<file path="src/spp_pkg.sv">
// Constants and types shared by the serial port block
package spp_pkg;
  localparam int SPP_AW = 12;

  // Register indices; byte address is four times the index
  localparam logic [7:0] SPP_IDX_DATA = 8'h3C;
  localparam logic [7:0] SPP_IDX_CFG = 8'h3D;
  localparam logic [7:0] SPP_IDX_STS = 8'h3E;
  localparam logic [7:0] SPP_IDX_MASK = 8'h3F;
  localparam logic [7:0] SPP_IDX_PIN = 8'h40;
  localparam logic [11:0] SPP_ADDR_DATA = {2'b00, SPP_IDX_DATA, 2'b00};
  localparam logic [11:0] SPP_ADDR_CFG = {2'b00, SPP_IDX_CFG, 2'b00};
  localparam logic [11:0] SPP_ADDR_STS = {2'b00, SPP_IDX_STS, 2'b00};
  localparam logic [11:0] SPP_ADDR_MASK = {2'b00, SPP_IDX_MASK, 2'b00};
  localparam logic [11:0] SPP_ADDR_PIN = {2'b00, SPP_IDX_PIN, 2'b00};

  // Reset values
  localparam logic [7:0] SPP_DATA_RST = 8'h00;
  localparam logic [7:0] SPP_CFG_RST = 8'h00;
  localparam logic [1:0] SPP_STS_RST = 2'h0;
  localparam logic [1:0] SPP_MASK_RST = 2'h0;
  localparam logic [11:0] SPP_PIN_RST = 12'h000;

  // Configuration fields
  localparam int SPP_CFG_SWAP = 7;
  localparam int SPP_CFG_LSB = 6;
  localparam int SPP_CFG_MODE_HI = 5;
  localparam int SPP_CFG_MODE_LO = 4;
  localparam int SPP_CFG_CPOL = 3;
  localparam int SPP_CFG_CPHA = 2;
  localparam int SPP_CFG_RATE_HI = 1;
  localparam int SPP_CFG_RATE_LO = 0;

  // Status and mask bits
  localparam int SPP_STS_RX = 0;
  localparam int SPP_STS_TX = 1;

  // Pin control fields: output enables, data, alternate-function selects
  localparam int SPP_PIN_OE_LSB = 0;
  localparam int SPP_PIN_DAT_LSB = 4;
  localparam int SPP_PIN_ALT_LSB = 8;
  localparam int SPP_P_CLK = 0;
  localparam int SPP_P_SEL = 1;
  localparam int SPP_P_OUT = 2;
  localparam int SPP_P_IN = 3;

  // Serial clock divisors of the cpu clock and their half periods
  localparam int SPP_DIV_0 = 6;
  localparam int SPP_DIV_1 = 12;
  localparam int SPP_DIV_2 = 48;
  localparam int SPP_DIV_3 = 96;
  localparam logic [5:0] SPP_HALF_0 = 6'(SPP_DIV_0 / 2);
  localparam logic [5:0] SPP_HALF_1 = 6'(SPP_DIV_1 / 2);
  localparam logic [5:0] SPP_HALF_2 = 6'(SPP_DIV_2 / 2);
  localparam logic [5:0] SPP_HALF_3 = 6'(SPP_DIV_3 / 2);

  localparam logic [3:0] SPP_BITS = 4'h8;

  localparam logic [1:0] SPP_RESP_OKAY = 2'b00;
  localparam logic [1:0] SPP_RESP_SLVERR = 2'b10;

  typedef enum logic [1:0] {
    SPP_MODE_OFF = 2'b00,
    SPP_MODE_MASTER = 2'b01,
    SPP_MODE_SLAVE = 2'b10,
    SPP_MODE_RSVD = 2'b11
  } spp_mode_e;

  typedef enum logic {
    SPP_ST_IDLE = 1'b0,
    SPP_ST_SHIFT = 1'b1
  } spp_state_e;

  typedef enum logic [2:0] {
    SPP_SEL_NONE = 3'b000,
    SPP_SEL_DATA = 3'b001,
    SPP_SEL_CFG = 3'b010,
    SPP_SEL_STS = 3'b011,
    SPP_SEL_MASK = 3'b100,
    SPP_SEL_PIN = 3'b101
  } spp_sel_e;
endpackage

</file>
<file path="src/spp_half_tick.sv">
// Half-period strobe generator for the master serial clock
`timescale 1ns/10ps
module spp_half_tick import spp_pkg::*; (
  // Clock and reset
  input wire logic aclk,
  input wire logic aresetn,
  // Control
  input wire logic run,
  input wire logic [1:0] rate_sel,
  // Strobe, one per serial clock half period
  output logic tick
);
  logic [5:0] cnt_q;
  logic [5:0] cnt_d;
  logic tick_q;
  logic tick_d;
  logic [5:0] half;

  always_comb begin
    unique case (rate_sel)
      2'b00: half = SPP_HALF_0;
      2'b01: half = SPP_HALF_1;
      2'b10: half = SPP_HALF_2;
      2'b11: half = SPP_HALF_3;
    endcase
    tick_d = 1'b0;
    cnt_d = cnt_q;
    if (!run) begin
      cnt_d = 6'h00;
    end else if (cnt_q >= half - 6'h01) begin
      // Compare by >= so a rate change mid-byte cannot stall the count
      cnt_d = 6'h00;
      tick_d = 1'b1;
    end else begin
      cnt_d = cnt_q + 6'h01;
    end
  end

  always_ff @(posedge aclk) begin
    if (!aresetn) begin
      cnt_q <= 6'h00;
      tick_q <= 1'b0;
    end else begin
      cnt_q <= cnt_d;
      tick_q <= tick_d;
    end
  end

  assign tick = tick_q;
endmodule

</file>
<file path="src/spp_port.sv">
// Byte-wide serial peripheral port, master or slave, with AXI4-Lite registers
// Behaviour
// Data register reads return receive buffer; writes load transmit holding register.
// Interrupt on received byte available and on transmit holding register empty.
// Software must service buffers within seven serial clocks after the interrupt.
// Serial core steps only on serial clock edges, not system clock rate.
// Link uses four pins: clock, select, two data lines.
// Config bit 7 swaps the roles of the two data pins.
// Config bit 6 set shifts least significant bit first, else most.
// Mode field 5:4: 00 off, 01 master, 10 slave, 11 reserved.
// Config bit 3 sets serial clock idle level: clear low, set high.
// Config bit 2 picks the clock phase on which input is sampled.
// Master clock divides cpu clock by 6, 12, 48 or 96.
// In master or slave mode the logic sets select and data pin directions. The logic sets data pin directions only when their alternate bit is set.
// Clock pin direction is left to software: output for master, input slave.
// Enabled port drives select pin; disabled, general-purpose bits control it. The logic drives it in master mode only; in slave mode its enable is held off.
// Clock and data pins serial-driven only if enabled and alternate bit set.
// Exactly eight bits per byte; phase clear samples leading edge; reserved means off.
// Data and configuration registers reset to zero, so the port starts disabled.
//
// Local design decision: register access over AXI4-Lite.
`timescale 1ns/10ps
module spp_port import spp_pkg::*; (
  // Clock and reset
  input wire logic aclk,
  input wire logic aresetn,
  // AXI4-Lite write address
  input wire logic [SPP_AW-1:0] s_axi_awaddr,
  input wire logic s_axi_awvalid,
  output logic s_axi_awready,
  // AXI4-Lite write data
  input wire logic [31:0] s_axi_wdata,
  input wire logic [3:0] s_axi_wstrb,
  input wire logic s_axi_wvalid,
  output logic s_axi_wready,
  // AXI4-Lite write response
  output logic [1:0] s_axi_bresp,
  output logic s_axi_bvalid,
  input wire logic s_axi_bready,
  // AXI4-Lite read address
  input wire logic [SPP_AW-1:0] s_axi_araddr,
  input wire logic s_axi_arvalid,
  output logic s_axi_arready,
  // AXI4-Lite read data
  output logic [31:0] s_axi_rdata,
  output logic [1:0] s_axi_rresp,
  output logic s_axi_rvalid,
  input wire logic s_axi_rready,
  // Interrupt
  output logic irq,
  // Serial clock pin
  input wire logic port1_clock_pin_i,
  output logic port1_clock_pin_o,
  output logic port1_clock_pin_oe,
  // Select pin, active low on the link
  input wire logic port1_select_pin_i,
  output logic port1_select_pin_o,
  output logic port1_select_pin_oe,
  // Master-out data pin
  input wire logic out_data_pin_i,
  output logic out_data_pin_o,
  output logic out_data_pin_oe,
  // Master-in data pin
  input wire logic in_data_pin_i,
  output logic in_data_pin_o,
  output logic in_data_pin_oe
);
  function automatic spp_sel_e dec(input logic [SPP_AW-1:0] a);
    case (a)
      SPP_ADDR_DATA: dec = SPP_SEL_DATA;
      SPP_ADDR_CFG: dec = SPP_SEL_CFG;
      SPP_ADDR_STS: dec = SPP_SEL_STS;
      SPP_ADDR_MASK: dec = SPP_SEL_MASK;
      SPP_ADDR_PIN: dec = SPP_SEL_PIN;
      default: dec = SPP_SEL_NONE;
    endcase
  endfunction

  // Register state
  logic [7:0] cfg_q, cfg_d, txh_q, txh_d, rxbuf_q, rxbuf_d;
  logic txfull_q, txfull_d;
  logic [1:0] sts_q, sts_d, mask_q, mask_d;
  logic [11:0] pin_q, pin_d;
  logic irq_q, irq_d;
  // Bus state
  logic awready_q, awready_d, wready_q, wready_d, bvalid_q, bvalid_d;
  logic arready_q, arready_d, rvalid_q, rvalid_d;
  logic aw_got_q, aw_got_d, w_got_q, w_got_d;
  logic [SPP_AW-1:0] awaddr_q, awaddr_d;
  logic [11:0] wbyte_q, wbyte_d;
  logic wstrb0_q, wstrb0_d;
  logic [1:0] bresp_q, bresp_d, rresp_q, rresp_d;
  logic [31:0] rdata_q, rdata_d;
  logic wr_go;
  spp_sel_e wsel;
  spp_sel_e rsel;
  // Engine state
  spp_state_e st_q, st_d;
  logic [7:0] sh_q, sh_d, rxs_q, rxs_d;
  logic [3:0] bits_q, bits_d;
  logic sclk_q, sclk_d;
  logic load_tx, rx_evt;
  // Pin state
  logic [3:0] sync1_q, sync2_q;
  logic sclk_p_q;
  logic clk_o_q, clk_o_d, clk_oe_q, clk_oe_d, sel_o_q, sel_o_d, sel_oe_q, sel_oe_d;
  logic mo_o_q, mo_o_d, mo_oe_q, mo_oe_d, mi_o_q, mi_o_d, mi_oe_q, mi_oe_d;

  spp_mode_e mode;
  logic en, is_master, is_slave, lsb, cpol, cpha, swap;
  logic tick, lead, trail, sample, shift_ev, sel_act, tx_on_out, rx_bit, tx_bit, drv;

  assign mode = spp_mode_e'(cfg_q[SPP_CFG_MODE_HI:SPP_CFG_MODE_LO]);
  assign is_master = (mode == SPP_MODE_MASTER);
  assign is_slave = (mode == SPP_MODE_SLAVE);
  assign en = is_master || is_slave;
  assign lsb = cfg_q[SPP_CFG_LSB];
  assign cpol = cfg_q[SPP_CFG_CPOL];
  assign cpha = cfg_q[SPP_CFG_CPHA];
  assign swap = cfg_q[SPP_CFG_SWAP];

  spp_half_tick u_tick (
    .aclk(aclk),
    .aresetn(aresetn),
    .run(is_master && (st_q == SPP_ST_SHIFT)),
    .rate_sel(cfg_q[SPP_CFG_RATE_HI:SPP_CFG_RATE_LO]),
    .tick(tick)
  );

  // Pin inputs come from off chip, so two flops before any use
  always_ff @(posedge aclk) begin
    if (!aresetn) begin
      sync1_q <= 4'h0;
      sync2_q <= 4'h0;
      sclk_p_q <= 1'b0;
    end else begin
      sync1_q <= {in_data_pin_i, out_data_pin_i, port1_select_pin_i, port1_clock_pin_i};
      sync2_q <= sync1_q;
      sclk_p_q <= sync2_q[SPP_P_CLK];
    end
  end

  assign sel_act = !sync2_q[SPP_P_SEL];
  assign tx_on_out = is_master ^ swap;
  assign rx_bit = tx_on_out ? sync2_q[SPP_P_IN] : sync2_q[SPP_P_OUT];
  assign tx_bit = lsb ? sh_q[0] : sh_q[7];
  assign drv = is_master || sel_act;

  // Leading edge leaves the idle level, trailing edge returns to it
  always_comb begin
    lead = 1'b0;
    trail = 1'b0;
    if (st_q == SPP_ST_SHIFT) begin
      if (is_master) begin
        lead = tick && (sclk_q == cpol);
        trail = tick && (sclk_q != cpol);
      end else begin
        lead = (sync2_q[SPP_P_CLK] != sclk_p_q) && (sclk_p_q == cpol);
        trail = (sync2_q[SPP_P_CLK] != sclk_p_q) && (sclk_p_q != cpol);
      end
    end
    sample = cpha ? trail : lead;
    // With phase set the first bit is already on the line from the load
    shift_ev = cpha ? (lead && (bits_q != 4'h0)) : trail;
  end

  // Shift engine
  always_comb begin
    st_d = st_q;
    sh_d = sh_q;
    rxs_d = rxs_q;
    bits_d = bits_q;
    sclk_d = sclk_q;
    rxbuf_d = rxbuf_q;
    load_tx = 1'b0;
    rx_evt = 1'b0;
    if (!en) begin
      st_d = SPP_ST_IDLE;
      bits_d = 4'h0;
      sclk_d = cpol;
    end else begin
      unique case (st_q)
        SPP_ST_IDLE: begin
          sclk_d = cpol;
          bits_d = 4'h0;
          if ((is_master && txfull_q) || (is_slave && sel_act)) begin
            st_d = SPP_ST_SHIFT;
            // A slave with nothing written resends the last byte
            sh_d = txh_q;
            load_tx = txfull_q;
          end
        end
        SPP_ST_SHIFT: begin
          if (is_master && tick) begin
            sclk_d = ~sclk_q;
          end
          if (is_slave && !sel_act) begin
            st_d = SPP_ST_IDLE;
          end else begin
            if (sample) begin
              bits_d = bits_q + 4'h1;
              rxs_d = lsb ? {rx_bit, rxs_q[7:1]} : {rxs_q[6:0], rx_bit};
            end
            if (shift_ev) begin
              sh_d = lsb ? {1'b0, sh_q[7:1]} : {sh_q[6:0], 1'b0};
            end
            if (trail && (bits_d == SPP_BITS)) begin
              st_d = SPP_ST_IDLE;
              rxbuf_d = rxs_d;
              rx_evt = 1'b1;
            end
          end
        end
      endcase
    end
  end

  // Pin drive
  always_comb begin
    clk_oe_d = pin_q[SPP_PIN_OE_LSB + SPP_P_CLK];
    clk_o_d = pin_q[SPP_PIN_DAT_LSB + SPP_P_CLK];
    if (is_master && pin_q[SPP_PIN_ALT_LSB + SPP_P_CLK]) begin
      clk_o_d = sclk_q;
    end
    sel_oe_d = pin_q[SPP_PIN_OE_LSB + SPP_P_SEL];
    sel_o_d = pin_q[SPP_PIN_DAT_LSB + SPP_P_SEL];
    if (en) begin
      sel_oe_d = is_master;
      sel_o_d = (st_q != SPP_ST_SHIFT);
    end
    mo_oe_d = pin_q[SPP_PIN_OE_LSB + SPP_P_OUT];
    mo_o_d = pin_q[SPP_PIN_DAT_LSB + SPP_P_OUT];
    if (en && pin_q[SPP_PIN_ALT_LSB + SPP_P_OUT]) begin
      mo_oe_d = tx_on_out && drv;
      mo_o_d = tx_bit;
    end
    mi_oe_d = pin_q[SPP_PIN_OE_LSB + SPP_P_IN];
    mi_o_d = pin_q[SPP_PIN_DAT_LSB + SPP_P_IN];
    if (en && pin_q[SPP_PIN_ALT_LSB + SPP_P_IN]) begin
      mi_oe_d = !tx_on_out && drv;
      mi_o_d = tx_bit;
    end
  end

  // Bus slave and registers
  assign wsel = dec(awaddr_q);
  assign rsel = dec(s_axi_araddr);

  always_comb begin
    aw_got_d = aw_got_q;
    w_got_d = w_got_q;
    awaddr_d = awaddr_q;
    wbyte_d = wbyte_q;
    wstrb0_d = wstrb0_q;
    bvalid_d = bvalid_q;
    bresp_d = bresp_q;
    arready_d = arready_q;
    rvalid_d = rvalid_q;
    rdata_d = rdata_q;
    rresp_d = rresp_q;
    wr_go = 1'b0;
    if (s_axi_awvalid && awready_q) begin
      aw_got_d = 1'b1;
      awaddr_d = s_axi_awaddr;
    end
    if (s_axi_wvalid && wready_q) begin
      w_got_d = 1'b1;
      // Alternate-function bits are written only through byte lane 1
      wbyte_d = {s_axi_wstrb[1] ? s_axi_wdata[11:8] : pin_q[11:8], s_axi_wdata[7:0]};
      wstrb0_d = s_axi_wstrb[0];
    end
    if (bvalid_q && s_axi_bready) begin
      bvalid_d = 1'b0;
    end
    if (aw_got_q && w_got_q && !bvalid_q) begin
      wr_go = 1'b1;
      aw_got_d = 1'b0;
      w_got_d = 1'b0;
      bvalid_d = 1'b1;
      bresp_d = (wsel == SPP_SEL_NONE) ? SPP_RESP_SLVERR : SPP_RESP_OKAY;
    end
    awready_d = !aw_got_d && !bvalid_d;
    wready_d = !w_got_d && !bvalid_d;
    if (s_axi_arvalid && arready_q) begin
      arready_d = 1'b0;
      rvalid_d = 1'b1;
      rresp_d = (rsel == SPP_SEL_NONE) ? SPP_RESP_SLVERR : SPP_RESP_OKAY;
      unique case (rsel)
        SPP_SEL_DATA: rdata_d = {24'h00_0000, rxbuf_q};
        SPP_SEL_CFG: rdata_d = {24'h00_0000, cfg_q};
        SPP_SEL_STS: rdata_d = {30'h0000_0000, sts_q};
        SPP_SEL_MASK: rdata_d = {30'h0000_0000, mask_q};
        SPP_SEL_PIN: rdata_d = {20'h0_0000, pin_q};
        default: rdata_d = 32'h0000_0000;
      endcase
    end else if (rvalid_q && s_axi_rready) begin
      rvalid_d = 1'b0;
      arready_d = 1'b1;
    end
  end

  always_comb begin
    cfg_d = cfg_q;
    txh_d = txh_q;
    mask_d = mask_q;
    pin_d = pin_q;
    sts_d = sts_q;
    if (wr_go && wstrb0_q) begin
      unique case (wsel)
        SPP_SEL_DATA: txh_d = wbyte_q[7:0];
        SPP_SEL_CFG: cfg_d = wbyte_q[7:0];
        SPP_SEL_STS: sts_d = sts_q & ~wbyte_q[1:0];
        SPP_SEL_MASK: mask_d = wbyte_q[1:0];
        SPP_SEL_PIN: pin_d = wbyte_q;
        default: cfg_d = cfg_q;
      endcase
    end
    // A fresh write beats the load that empties the holding register
    txfull_d = (txfull_q && !load_tx) || (wr_go && wstrb0_q && (wsel == SPP_SEL_DATA));
    // Hardware events win over a same-cycle write-one-to-clear
    sts_d[SPP_STS_RX] = sts_d[SPP_STS_RX] | rx_evt;
    sts_d[SPP_STS_TX] = sts_d[SPP_STS_TX] | load_tx;
    irq_d = |(sts_d & mask_d);
  end

  always_ff @(posedge aclk) begin
    if (!aresetn) begin
      cfg_q <= SPP_CFG_RST;
      txh_q <= SPP_DATA_RST;
      rxbuf_q <= SPP_DATA_RST;
      txfull_q <= 1'b0;
      sts_q <= SPP_STS_RST;
      mask_q <= SPP_MASK_RST;
      pin_q <= SPP_PIN_RST;
      irq_q <= 1'b0;
      awready_q <= 1'b0;
      wready_q <= 1'b0;
      bvalid_q <= 1'b0;
      arready_q <= 1'b0;
      rvalid_q <= 1'b0;
      aw_got_q <= 1'b0;
      w_got_q <= 1'b0;
      awaddr_q <= '0;
      wbyte_q <= 12'h000;
      wstrb0_q <= 1'b0;
      bresp_q <= SPP_RESP_OKAY;
      rresp_q <= SPP_RESP_OKAY;
      rdata_q <= 32'h0000_0000;
      st_q <= SPP_ST_IDLE;
      sh_q <= 8'h00;
      rxs_q <= 8'h00;
      bits_q <= 4'h0;
      sclk_q <= 1'b0;
      clk_o_q <= 1'b0;
      clk_oe_q <= 1'b0;
      sel_o_q <= 1'b0;
      sel_oe_q <= 1'b0;
      mo_o_q <= 1'b0;
      mo_oe_q <= 1'b0;
      mi_o_q <= 1'b0;
      mi_oe_q <= 1'b0;
    end else begin
      cfg_q <= cfg_d;
      txh_q <= txh_d;
      rxbuf_q <= rxbuf_d;
      txfull_q <= txfull_d;
      sts_q <= sts_d;
      mask_q <= mask_d;
      pin_q <= pin_d;
      irq_q <= irq_d;
      awready_q <= awready_d;
      wready_q <= wready_d;
      bvalid_q <= bvalid_d;
      arready_q <= arready_d | (!arready_q && !rvalid_q);
      rvalid_q <= rvalid_d;
      aw_got_q <= aw_got_d;
      w_got_q <= w_got_d;
      awaddr_q <= awaddr_d;
      wbyte_q <= wbyte_d;
      wstrb0_q <= wstrb0_d;
      bresp_q <= bresp_d;
      rresp_q <= rresp_d;
      rdata_q <= rdata_d;
      st_q <= st_d;
      sh_q <= sh_d;
      rxs_q <= rxs_d;
      bits_q <= bits_d;
      sclk_q <= sclk_d;
      clk_o_q <= clk_o_d;
      clk_oe_q <= clk_oe_d;
      sel_o_q <= sel_o_d;
      sel_oe_q <= sel_oe_d;
      mo_o_q <= mo_o_d;
      mo_oe_q <= mo_oe_d;
      mi_o_q <= mi_o_d;
      mi_oe_q <= mi_oe_d;
    end
  end

  assign s_axi_awready = awready_q;
  assign s_axi_wready = wready_q;
  assign s_axi_bresp = bresp_q;
  assign s_axi_bvalid = bvalid_q;
  assign s_axi_arready = arready_q;
  assign s_axi_rdata = rdata_q;
  assign s_axi_rresp = rresp_q;
  assign s_axi_rvalid = rvalid_q;
  assign irq = irq_q;
  assign port1_clock_pin_o = clk_o_q;
  assign port1_clock_pin_oe = clk_oe_q;
  assign port1_select_pin_o = sel_o_q;
  assign port1_select_pin_oe = sel_oe_q;
  assign out_data_pin_o = mo_o_q;
  assign out_data_pin_oe = mo_oe_q;
  assign in_data_pin_o = mi_o_q;
  assign in_data_pin_oe = mi_oe_q;
endmodule

</file>
<file path="config.mk">
export PLATFORM = sky130hd
export DESIGN_NAME = spp_port
export DESIGN_NICKNAME = d
export VERILOG_FILES = /design/src/spp_pkg.sv /design/src/spp_half_tick.sv /design/src/spp_port.sv
export SDC_FILE = /design/constraint.sdc
export NUM_CORES = 1
export LEC_CHECK = 0
export BUFFER_PORTS_ARGS = -buffer_cell sky130_fd_sc_hd__buf_2
export CORE_ASPECT_RATIO = 0.9
export CORE_UTILIZATION = 55
export CTS_BUF_LIST = sky130_fd_sc_hd__clkbuf_8 sky130_fd_sc_hd__clkbuf_16
export DETAILED_ROUTE_END_ITERATION = 8
export PLACE_DENSITY = 0.8
export SLEW_MARGIN = 20
export SYNTH_ARGS = -nofsm -noshare
export SYNTH_HDL_FRONTEND = slang
export SYNTH_SLANG_ARGS = --single-unit
</file>
<file path="constraint.sdc">
create_clock -name aclk -period 5.45 [get_ports aclk]
set_input_delay 0.2725 -clock aclk [delete_from_list [all_inputs] [get_ports aclk]]
set_output_delay 0.2725 -clock aclk [all_outputs]
set_load 0.01 [all_outputs]
</file>
# Yosys cells after proc, flatten, opt, wreduce, memory -nomap -nowiden

Cells that the tools add are included.

Logic and storage cells: 212
Input port bits: 71
Memory bits (writable): 0
Bits in registers: 156
Memories kept: 0
Latch bits: 0
Output and inout bits: 50
Memory bits (read-only): 0

Add/subtract/negate cells: 3
$mul: 0
Shifts and indexed selects: 0
$lt $le $gt $ge: 1
Bitwise gates (word level): 12
Reduce and logical (&&, ||, !) cells: 57
Equality and inequality tests: 35
Muxes and demuxes: 65
Div/mod/pow operators: 0

Operators with widths:

| operator                                                           | number |
|---|---|
| 12-bit by 8-bit == test with 1-bit output, second input constant   | 8 |
| 12-bit one-hot mux with 5 select lines                             | 1 |
| 8-bit 2-to-1 mux                                                   | 6 |
| 1-bit 2-to-1 mux                                                   | 39 |
| 3-bit one-hot mux with 5 select lines                              | 2 |
| 1-bit logical AND                                                  | 29 |
| 12-bit by 9-bit == test with 1-bit output, second input constant   | 2 |
| 4-bit 2-to-1 mux                                                   | 6 |
| 6-bit one-hot mux with 4 select lines                              | 1 |
| 8-bit one-hot mux with 2 select lines                              | 1 |
| 3-bit by 2-bit == test with 1-bit output, second input constant    | 4 |
| 3-bit == test, second input constant                               | 4 |
| 2-bit 2-to-1 mux                                                   | 6 |
| 2-bit AND reduction                                                | 5 |
| 1-bit logical NOT                                                  | 9 |
| 4-bit one-hot mux with 2 select lines                              | 1 |
| 4-bit AND reduction                                                | 2 |
| 6-bit by 1-bit adder with 6-bit output, second input constant      | 1 |
| 2-bit == test, second input constant                               | 3 |
| 3-bit by 1-bit == test with 1-bit output, second input constant    | 2 |
| 6-bit greater-or-equal comparator                                  | 1 |
| 3-bit logical NOT                                                  | 2 |
| 6-bit by 1-bit subtractor with 6-bit output, second input constant | 1 |
| 1-bit NOT                                                          | 5 |
| 20 further kinds                                                   | 32 |

# Longest topological paths before layout

Gate-level depths: netlist (run 1).

Depth after elaboration: 18
Gate-level depth with buffers: 11
Gate-level depth less buffers: 9

# Modules after synthesis

Synthesis (run 1) repeated with hierarchy kept, for this count alone.

Cells, all modules: 688
Area, all modules: 6029.5 sq um

By module, submodules not included:

| module        | area each (sq um) | sequential area each (sq um) | times used | cells an instance |
|---|---|---|---|---|
| spp_port      | 5612.9            | 2542.4                       | 1          | 642 |
| spp_half_tick | 416.6             | 140.1                        | 1          | 46 |

# Worst setup path after synthesis (run 1)

Ideal clock, no wire load.

Kind: register -> register
Start: register cfg_q[5]
End: register rxbuf_q[1]
Arrival time: 2.108 ns
Stages on the path, launching flop included: 12
Path buffers: 2
Slack: 3.226 ns
Period minus slack after synthesis: 2.224 ns
Setup time: 0.116 ns
Cell sequence: dfxtp_1 -> inv_1 -> ha_1 -> buf_6 -> nor3b_2 -> nor3_1 -> a2111oi_0 -> mux2i_1 -> nor4_2 -> buf_4 -> nand3_1 -> o211a_1

Longest elaborated chain between the ends: 11
Elaborated cells on any way between the ends: 18
Classes of those cells: eq/ne (3); mux (10); bitwise (1); reduce/logical (4)

RTL lines:

| item                                     | RTL line        | RTL |
|---|---|---|
| start: declaration                       | spp_port.sv:80  | `logic [7:0] cfg_q, cfg_d, txh_q, txh_d, rxbuf_q, rxbuf_d;` |
| start signal: assignment                 | spp_port.sv:363 | `cfg_q <= cfg_d;` |
| 2-bit by 1-bit == test with 1-bit output | spp_port.sv:114 | `assign is_master = (mode == SPP_MODE_MASTER);` |
| 1-bit 2-to-1 mux                         | spp_port.sv:154 | `if (is_master) begin` |
| 1-bit 2-to-1 mux                         | spp_port.sv:153 | `if (st_q == SPP_ST_SHIFT) begin` |
| 1-bit 2-to-1 mux                         | spp_port.sv:162 | `sample = cpha ? trail : lead;` |
| 4-bit 2-to-1 mux                         | spp_port.sv:200 | `if (sample) begin` |
| 4-bit 2-to-1 mux                         | spp_port.sv:197 | `if (is_slave && !sel_act) begin` |
| 4-bit 2-to-1 mux                         | spp_port.sv:182 | `unique case (st_q)` |
| 4-bit 2-to-1 mux                         | spp_port.sv:177 | `if (!en) begin` |
| 4-bit == test                            | spp_port.sv:207 | `if (trail && (bits_d == SPP_BITS)) begin` |
| 1-bit logical AND                        | spp_port.sv:207 |  |
| 4-bit AND reduction (no source line)     | -               |  |
| end signal: assignment                   | spp_port.sv:365 | `rxbuf_q <= rxbuf_d;` |
| end: declaration                         | spp_port.sv:80  |  |

Several ways; a longest one is shown, not always the timed one. The select of a mux whose other input is x is not followed.
A chain may end at the register's enable or synchronous reset.

# Worst setup path after layout (run 1)

Start: register cfg_q[5]
End: register rxbuf_q[7]

Same word-level chain as after synthesis.

==> metrics.txt, run 1 <==
Compound-Gate Fraction of Synth Area 0.155; number of synthesized flops with an enable pin 0; XOR/XNOR Fraction of Synth Area 0.0169; Critical Path AT around 3.5 ns; via count a little under 5000; DRT Pass-1 Iters 8; # hold bufs at CTS 0; Peak VDD IR 252 uV; Post-DP Area 6500 um2; Die Area 11600 um2; Crit Path Class flop to flop; Site Rows 36; Final Slew Violations 0; P&R area growth vs syn 15.1%; GPL Wtd Cong roughly 0.80; Place WS ~2.4 ns; Fin Setup TNS 0 ns; Non-Filler Instances 897; Sink Count 134; initial antenna violation count 0; HP Class primary input to flop; Max-slew headroom 0.337; clk buf depth 2; layout cells sized above 1 0.174; CP Capture Type flop; crit path time final 3.17 ns; Max-Cap Viols 0; vias in the first global route 4720; Global Route met3 Usage 0.0486; TritonCTS buffer count 17; largest family of logic cells by synthesized area simple AND/OR/NAND/NOR gates; Total GRT Usage 0.252; setup violators final 0; Ant. Diodes 0; PD cells about 310 nW/um2; Yosys cell types slightly below 60; post-layout power 2.23 mW; Synth Area in Adders 0.0223; grt met2 use 0.443; CP max FO 17; initial cell density of the core 0.568; FMAX 315 MHz; met1 GRT Util 0.304; RSZ-0062 raised after global routing false; Worst Path Required 5.74 ns; DRT Wirelength 13900 um; crit share post-route 0.582; Net count, final between 800 and 900; CTS clk-pin slew, worst paths 0.05 ns; Startpoint Class flop; # port buffers 76; CTS root buffer clkbuf_16; worst-margin pin slew 0.991 ns; Worst Skew ~0.008 ns; synthesized cell area 6160 um2; Final ANT Viol Nets 0; ys async rst share 0; Core Area 10900 um2; syn_area_per_cell 9.13 um2; Via density 5.50; top_reg_cell synth dfxtp_1; Final Hold Viols 0; Syn Inst Count 675; largest net degree at the start of global routing 68; number of remaining DRC errors 0; detailed placement HPWL 9440 um; r2r setup slk 2.28 ns; H-tree levels 4; TritonCTS clock tree built; synthesis-stage register bit count 134; post-CTS setup buffers 0; global-route wire length before repair 22800 um; die height approximately 100 um; mux contribution to synthesized area 0.102; total gr overflow 0; initial drt markers between 200 and 300; GRT Max-Usage Layer met2; proportion of synthesized chip area in sequential cells 0.435; chip width between 100 and 150 um; DR WL/cell 15.5 um; post-cts resize count 0; yosys warns 0; simple-gate area share of the yosys netlist 0.205; final instance area 7090 um2; final setup margin 2.28 ns; clk_lat worst skew 0.42 ns; placed cells 866; IO Pins approximately 120; run status completed; Pleak 3.10 nW
==> worst max-delay path, cell delays in order, from the launching register on <==
cell and delay [ns]:
dfxtp_1 0.34, inv_1 0.07, ha_1 0.56, and3_1 0.32
nor3_1 0.11, a2111oi_0 0.49, mux2i_1 0.16, nor4_2 0.29
buf_4 0.25, and2_1 0.34, o21ai_1 0.12
==> final timing paths <==
path,startpoint,endpoint,cells after the start
setup / recovery,cfg_q[5],rxbuf_q[7],10
hold / removal,in_data_pin_i,sync1_q[3],2
setup reg to reg,cfg_q[5],rxbuf_q[7],10
hold reg to reg,sync1_q[3],sync2_q[3],1
==> registers in the layout, indices dropped and copies added (netlist names), 2 cells and up <==
| register | count |
|---|---|
| sync2_q | 4 |
| cfg_q | 8 |
| awaddr_q | 12 |
| rxbuf_q | 8 |
| pin_q | 12 |
| s_axi_rdata | 12 |
| mask_q | 2 |
| wbyte_q | 12 |
| sync1_q | 4 |
| sts_q | 2 |
| rxs_q | 8 |
| sh_q | 8 |
| u_tick.cnt_q | 6 |
| txh_q | 8 |
| bits_q | 4 |
==> kinds of logic (layout without fill, tap and decap cells) <==
group,count (synthesis),after routing
flops,134,134
simple gates,248,248
other cells,1,22
mux,62,62
compound gates,134,134
xor+xnor,11,11
fa+ha+maj,11,11
buf+inv,74,123
==> Yosys cell counts (all sizes together), types with 2 or more instances <==
library cell / n / area share
a2111oi: 2 / 0.0028
a211o: 7 / 0.0099
a211oi: 6 / 0.0073
a21boi: 34 / 0.041
a21o: 3 / 0.0037
a21oi: 20 / 0.016
a221oi: 2 / 0.0028
a222oi: 6 / 0.0097
and2: 17 / 0.017
and3: 7 / 0.0071
and3b: 2 / 0.0035
buf: 32 / 0.037
clkbuf: 29 / 0.018
dfxtp: 134 / 0.44
ha: 11 / 0.022
inv: 13 / 0.0079
mux2: 8 / 0.015
mux2i: 54 / 0.088
nand2: 87 / 0.053
nand2b: 10 / 0.010
nand3: 17 / 0.014
nand4: 7 / 0.0071
nor2: 36 / 0.022
nor2b: 41 / 0.042
nor3: 9 / 0.0081
nor3b: 6 / 0.0089
nor4: 2 / 0.0030
o211a: 14 / 0.023
o211ai: 2 / 0.0024
o21a: 3 / 0.0037
o21ai: 27 / 0.022
o2bb2ai: 2 / 0.0028
or2: 2 / 0.0020
xnor2: 7 / 0.011
xor2: 4 / 0.0057
==> power by group <==
| part | total [mW] | leakage (nW) | internal, mW | switching, mW |
|---|---|---|---|---|
| registers | 1.01 | 1.09 | 0.997 | 0.0135 |
| logic | 0.0911 | 1.73 | 0.0388 | 0.0524 |
| clock network | 1.13 | 0.284 | 0.706 | 0.421 |
| total | 2.23 | 3.10 | 1.74 | 0.487 |
==> area by class of cell <==
cell class / count / area, um2
Sequential cell: 134 / 2680
Inverter: 13 / 48.8
Clock buffer: 20 / 467
Multi-Input combinational cell: 488 / 3180
Timing Repair Buffer: 79 / 403
Tap cell: 152 / 190
Clock inverter: 11 / 124
Fill cell: 838 / 3760
==> layer usage <==
layer	vias up	part of all wire	routed length, um
li1	2411	-	-
met1	2345	0.43	5960
met2	151	0.51	7030
met3	25	0.047	648
met4	0	0.018	247
met5	-	0	0
==> through the flow <==
step	utilization	hold WS, ns
global route	0.653	0.0648
detailed placement	0.599	0.426
floorplan	-	0.400
global placement	0.599	0.422
CTS	0.653	0.0567
finish	0.653	0.0663
==> placed cells by master (no fill, tap or decap), types with 4 or more instances in the layout <==
cell	instances
mux2_2	8
clkbuf_16	17
nor2_1	35
a21oi_1	20
o21ai_0	25
nand2_1	86
and3_1	7
a211o_1	7
and2_1	17
o211a_1	14
xnor2_1	6
nor2b_1	41
buf_2	76
nand4_1	7
inv_1	13
nand3_1	17
a211oi_1	6
mux2i_1	54
a21boi_0	32
ha_1	11
dfxtp_1	134
a222oi_1	6
xor2_1	4
nor3_1	8
conb_1	22
nand2b_1	10
Note: power is estimated with default switching activity, not from simulation.
==> inputs of run 2 (changes only) <==
--- a/config.mk
+++ b/config.mk
@@ -7,10 +7,10 @@
 export LEC_CHECK = 0
 export BUFFER_PORTS_ARGS = -buffer_cell sky130_fd_sc_hd__buf_2
 export CORE_ASPECT_RATIO = 0.9
-export CORE_UTILIZATION = 55
+export CORE_UTILIZATION = 50
 export CTS_BUF_LIST = sky130_fd_sc_hd__clkbuf_8 sky130_fd_sc_hd__clkbuf_16
 export DETAILED_ROUTE_END_ITERATION = 8
-export PLACE_DENSITY = 0.8
+export PLACE_DENSITY = 0.76
 export SLEW_MARGIN = 20
 export SYNTH_ARGS = -nofsm -noshare
 export SYNTH_HDL_FRONTEND = slang
==> constraint.sdc (replaced) <==
create_clock -name aclk -period 2.9 [get_ports aclk]
set_input_delay 0.145 -clock aclk [delete_from_list [all_inputs] [get_ports aclk]]
set_output_delay 0.145 -clock aclk [all_outputs]
set_load 0.01 [all_outputs]
==> metrics.txt, run 2 (synthesized netlist as in run 1, its figures left out) <==
Final ANT Viol Nets 0 (unchanged); TritonCTS clock tree built; Worst Skew 0.00812 ns (+0.000151 ns); crit path time final 2.70 ns (-0.472 ns); Startpoint Class flop; DRT Wirelength 14400 um (+3.5%); Place WS 0.166 ns (-2.19 ns); total gr overflow 0 (unchanged); chip width 119 um (+4.8%); P&R area growth vs syn 21.2%; Final Slew Violations 0 (unchanged); worst stage delay on the critical path 0.41 ns (-0.15 ns); CP max FO 11 (-6); Net count, final 848 (+4.0%); worst-margin pin slew 0.761 ns (-0.231 ns); Core Util, Final 0.621 (-0.0325); # port buffers 76 (unchanged); Site Rows 38 (+5.6%); HP Class primary input to flop; Worst Path Required 3.21 ns (-2.53 ns); global-route wire length before repair 23400 um (+2.8%); register area 2680 um2 (unchanged); clk_lat worst skew 0.42 ns (about the same); Die Area 12800 um2 (+9.8%); most frequent cells in the layout dfxtp_1 (134), nand2_1 (86), buf_2 (76), mux2i_1 (54), nor2b_1 (41); post-CTS setup buffers 0 (unchanged); DR WL/cell 15.3 um (-1.1%); die height 107 um (+4.8%); crit share post-route 0.931 (+0.349); initial antenna violation count 0 (unchanged); crit-path cells inv_1 -> ha_1 -> nor3b_2 -> nor2_2 -> a21oi_1 -> mux2i_1 -> nor4_4 -> buf_12 -> and2_2 -> o211a_1; run status completed; IO Pins 121 (unchanged); layout cells sized above 1 0.178 (+0.00394); CTS root buffer clkbuf_16; number of remaining DRC errors 0 (unchanged); initial drt markers 263 (-4.4%); final setup margin 0.200 ns (-2.08 ns); # fillers 990 (+18%); Ant. Diodes 0 (unchanged); CP Capture Type flop; via count 5045 (+2.3%); initial cell density of the core 0.512 (-0.0554); Peak VDD IR 346 uV (+37%); Pleak 3.28 nW (+5.9%); setup violators final 0 (unchanged); DRT Pass-1 Iters 7 (-1); Fin Setup TNS 0 ns (unchanged); Via density 5.37 (-2.3%); CTS clk-pin slew, worst paths 0.06 ns (about the same); detailed placement HPWL 9870 um (+4.5%); Max-Cap Viols 0 (unchanged); Crit Path Class flop to flop; H-tree levels 4 (unchanged); FMAX 370 MHz (+17%); Final Hold Viols 0 (unchanged); Total GRT Usage 0.234 (-0.0177); clk buf depth 2 (unchanged); most common cell after layout, fill and taps aside dfxtp_1; TritonCTS buffer count 17 (unchanged); Critical Path AT 3.01 ns (-0.45 ns); Core Area 12000 um2 (+11%); PD cells 583 nW/um2 (+86%); vias in the first global route 4855 (+2.9%); largest net degree at the start of global routing 54 (-21%); Max-slew headroom 0.493 (+0.156); GPL Wtd Cong 0.851 (+6.9%); RSZ-0062 raised after global routing false; Sink Count 134 (unchanged); slowest CP cell a21oi_1; multi-input combinational cell area 3180 um2 (+0.20%)
## run 2: final cells by class
| class | count | share of cell area |
|---|---|---|
| Multi-Input combinational cell | 488 | 0.426 |
| Sequential cell | 134 | 0.359 |
| Timing Repair Buffer | 112 | 0.0968 |
| Clock buffer | 23 | 0.0680 |
| Tap cell | 160 | 0.0268 |
| Clock inverter | 9 | 0.0163 |
| Inverter | 13 | 0.00653 |
## run 2: final timing paths
check	cells after the start	from	to	slack, ns
worst max-delay path	10	cfg_q[5]	rxbuf_q[4]	0.20
worst min-delay path	3	s_axi_awaddr[3]	awaddr_q[3]	0.02
worst max register to register	10	cfg_q[5]	rxbuf_q[4]	0.20
worst min register to register	1	sync1_q[3]	sync2_q[3]	0.44
## run 2: timing repair
item | CTS | global route
resized for setup | 0 | 3
endpoints found under the setup margin | 0 | 8
hold buffers | 24 | 0
endpoints found under the hold margin | 24 | 0
## run 2: routing by layer
layer  GRT usage  up-vias  routed length [um]
met1       0.289     2360                6450
met4      0.0986        0                 335
li1            -     2480                   -
met3      0.0620       33                 822
met2       0.387      172                6770
met5           0        -                   0
## run 2: metrics by stage
stage,hold WS [ns],power (mW),cells,cell area (um2)
after floorplan,0.272,2.06,696,6240
after global placement,0.356,2.10,883,6590
after detailed placement,0.359,2.11,883,6590
after CTS,0.00374,4.38,939,7460
after global routing,0.0361,4.48,939,7470
final,0.0191,4.36,939,7470
## run 2: report_power, final
group | internal, mW | switching [mW]
Sequential | 1.87 | 0.0265
Clock | 1.48 | 0.777
Combinational | 0.0946 | 0.103
## run 2: worst max-delay path, delay by kind of cell, from the launching register on
kind,cells,cell delay [ns]
AND/OR/NAND/NOR,4,0.71
AO/OA/AOI/OAI,2,0.63
buffers and inverters,2,0.22
flip-flops,1,0.38
adder cells (fa/ha/maj),1,0.27
multiplexers,1,0.37
==> inputs of run 3 (changes only) <==
--- a/config.mk
+++ b/config.mk
@@ -6,11 +6,13 @@
 export NUM_CORES = 1
 export LEC_CHECK = 0
 export BUFFER_PORTS_ARGS = -buffer_cell sky130_fd_sc_hd__buf_2
+export CELL_PAD_IN_SITES_DETAIL_PLACEMENT = 1
+export CELL_PAD_IN_SITES_GLOBAL_PLACEMENT = 2
 export CORE_ASPECT_RATIO = 0.9
-export CORE_UTILIZATION = 50
+export CORE_UTILIZATION = 30
 export CTS_BUF_LIST = sky130_fd_sc_hd__clkbuf_8 sky130_fd_sc_hd__clkbuf_16
 export DETAILED_ROUTE_END_ITERATION = 8
-export PLACE_DENSITY = 0.76
+export PLACE_DENSITY_LB_ADDON = 0.1
 export SLEW_MARGIN = 20
 export SYNTH_ARGS = -nofsm -noshare
 export SYNTH_HDL_FRONTEND = slang
==> metrics.txt, run 3 (synthesized netlist as in run 1, its figures left out) <==
Core Area 20000 um2 (+67%); CP max FO 11 (unchanged); TritonCTS clock tree built; Ant. Diodes 0 (unchanged); initial drt markers 205 (-22%); Via density 4.85 (-9.7%); detailed placement HPWL 12100 um (+23%); via count 5007 (-0.75%); chip width 153 um (+29%); IO Pins 121 (unchanged); Total GRT Usage 0.167 (-0.0674); Sink Count 134 (unchanged); CP Capture Type flop; metal3 WL 721 um (-12%); GPL Wtd Cong 0.804 (-5.5%); RSZ-0062 raised after global routing false; CTS clk-pin slew, worst paths 0.06 ns (about the same); Die Area 21100 um2 (+65%); die height 138 um (+29%); # port buffers 76 (unchanged); routed metal-1 wire length 8160 um (+27%); crit path time final 2.67 ns (-0.0271 ns); Crit Path Class flop to flop; post-layout power 4.53 mW (+4.0%); Final Slew Violations 0 (unchanged); most frequent cells in the layout dfxtp_1 (134), nand2_1 (86), buf_2 (76), mux2i_1 (54), nor2b_1 (41); uppermost routed layer met4; HP Class primary input to flop; run status completed; clk_lat worst skew 0.42 ns (about the same); H-tree levels 4 (unchanged); DRT Pass-1 Iters 4 (-3); PD cells 595 nW/um2 (+2.1%); Worst Path Required 3.26 ns (+0.05 ns); Critical Path AT 3.04 ns (+0.03 ns); Startpoint Class flop; Site Rows 49 (+29%); WL met2 7610 um (+12%); setup violators final 0 (unchanged); initial cell density of the core 0.307 (-0.205); crit share post-route 0.922 (-0.00934); worst hold stages 3 (unchanged); CTS root buffer clkbuf_16; layout cells sized above 1 0.180 (+0.00175); vias in the first global route 5106 (+5.2%); total gr overflow 0 (unchanged); DR WL/cell 16.2 um (+5.9%); Final ANT Viol Nets 0 (unchanged); clk buf depth 2 (unchanged); most common cell after layout, fill and taps aside dfxtp_1; worst-margin pin slew 0.728 ns (-0.0321 ns); post-CTS setup buffers 0 (unchanged); initial antenna violation count 0 (unchanged); P&R area growth vs syn 23.4%; DRT Wirelength 16700 um (+16%); Pleak 3.28 nW (-0.17%); Net count, final 846 (-0.24%); Worst Skew 0.00897 ns (+0.000842 ns); global-route wire length before repair 27100 um (+16%); R2R cell count 10 (unchanged); Fin Setup TNS 0 ns (unchanged); Max-Cap Viols 0 (unchanged); number of remaining DRC errors 0 (unchanged); largest net degree at the start of global routing 58 (+7.4%); r2r setup slk 0.23 ns (+0.03 ns); Final Hold Viols 0 (unchanged); FMAX 374 MHz (+1.0%); WHS 0.0102 ns (-0.00884 ns); Max-slew headroom 0.514 (+0.0214); TritonCTS buffer count 17 (unchanged); Peak VDD IR 368 uV (+6.6%)
[run 3: cell count changes in the layout (fill, tap and decap cells not counted), sizes merged]
cell,before,now
bufinv,3,5
clkbuf,23,20
clkinv,4,3
clkinvlp,1,4
dlygate4sd3,24,22
inv,14,13
[run 3: what timing repair did]
item / CTS / global route
hold buffers: 22 / 0
gates resized for setup: 0 / 1
hold endpoints to repair: 22 / 0
endpoints found under the setup margin: 0 / 8
[run 3: final cells by class]
type | instances | area, um2
clock buffer | 20 | 467
clock inverter | 12 | 199
fill | 2327 | 12400
inverter | 13 | 48.8
multi-input combinational | 488 | 3170
sequential | 134 | 2680
tap | 255 | 319
timing repair buffer | 110 | 716
[run 3: where the power goes]
part	leakage [nW]	switching, mW	total (mW)	internal [mW]
registers	1.09	0.0281	1.90	1.87
logic	1.88	0.108	0.202	0.0945
clock network	0.314	0.833	2.42	1.59
[run 3: path summary, 6_finish.rpt]
| check | startpoint | end |
|---|---|---|
| min | s_axi_wdata[6] | wbyte_q[6] |
| max reg2reg | cfg_q[5] | rxbuf_q[5] |
| max | cfg_q[5] | rxbuf_q[5] |
| min reg2reg | sync1_q[0] | sync2_q[0] |
[run 3: worst max-delay path, stage by stage, from the launching register on]
cell	delay, ns
dfxtp_1	0.39
inv_1	0.06
ha_1	0.26
nor3b_2	0.29
nor3_1	0.11
a2111oi_0	0.42
mux2i_1	0.15
nor4_2	0.34
buf_12	0.18
and2_2	0.24
o211a_1	0.16
[run 3: stage by stage]
stage | cell area, um2 | std cells | util | setup WS, ns
global route | 7610 | 1032 | 0.379 | 0.00635
detailed placement | 6720 | 978 | 0.335 | 0.133
CTS | 7600 | 1032 | 0.379 | 0.129
finish | 7610 | 1032 | 0.379 | 0.227
floorplan | 6240 | 696 | - | 0.676
global placement | 6720 | 978 | 0.335 | 0.220
[run 3: routing by layer]
layer / global-route usage / vias to the layer above
met5: 0 / -
met3: 0.0359 / 16
met1: 0.220 / 2405
met4: 0.0584 / 0
met2: 0.270 / 115
li1: - / 2471
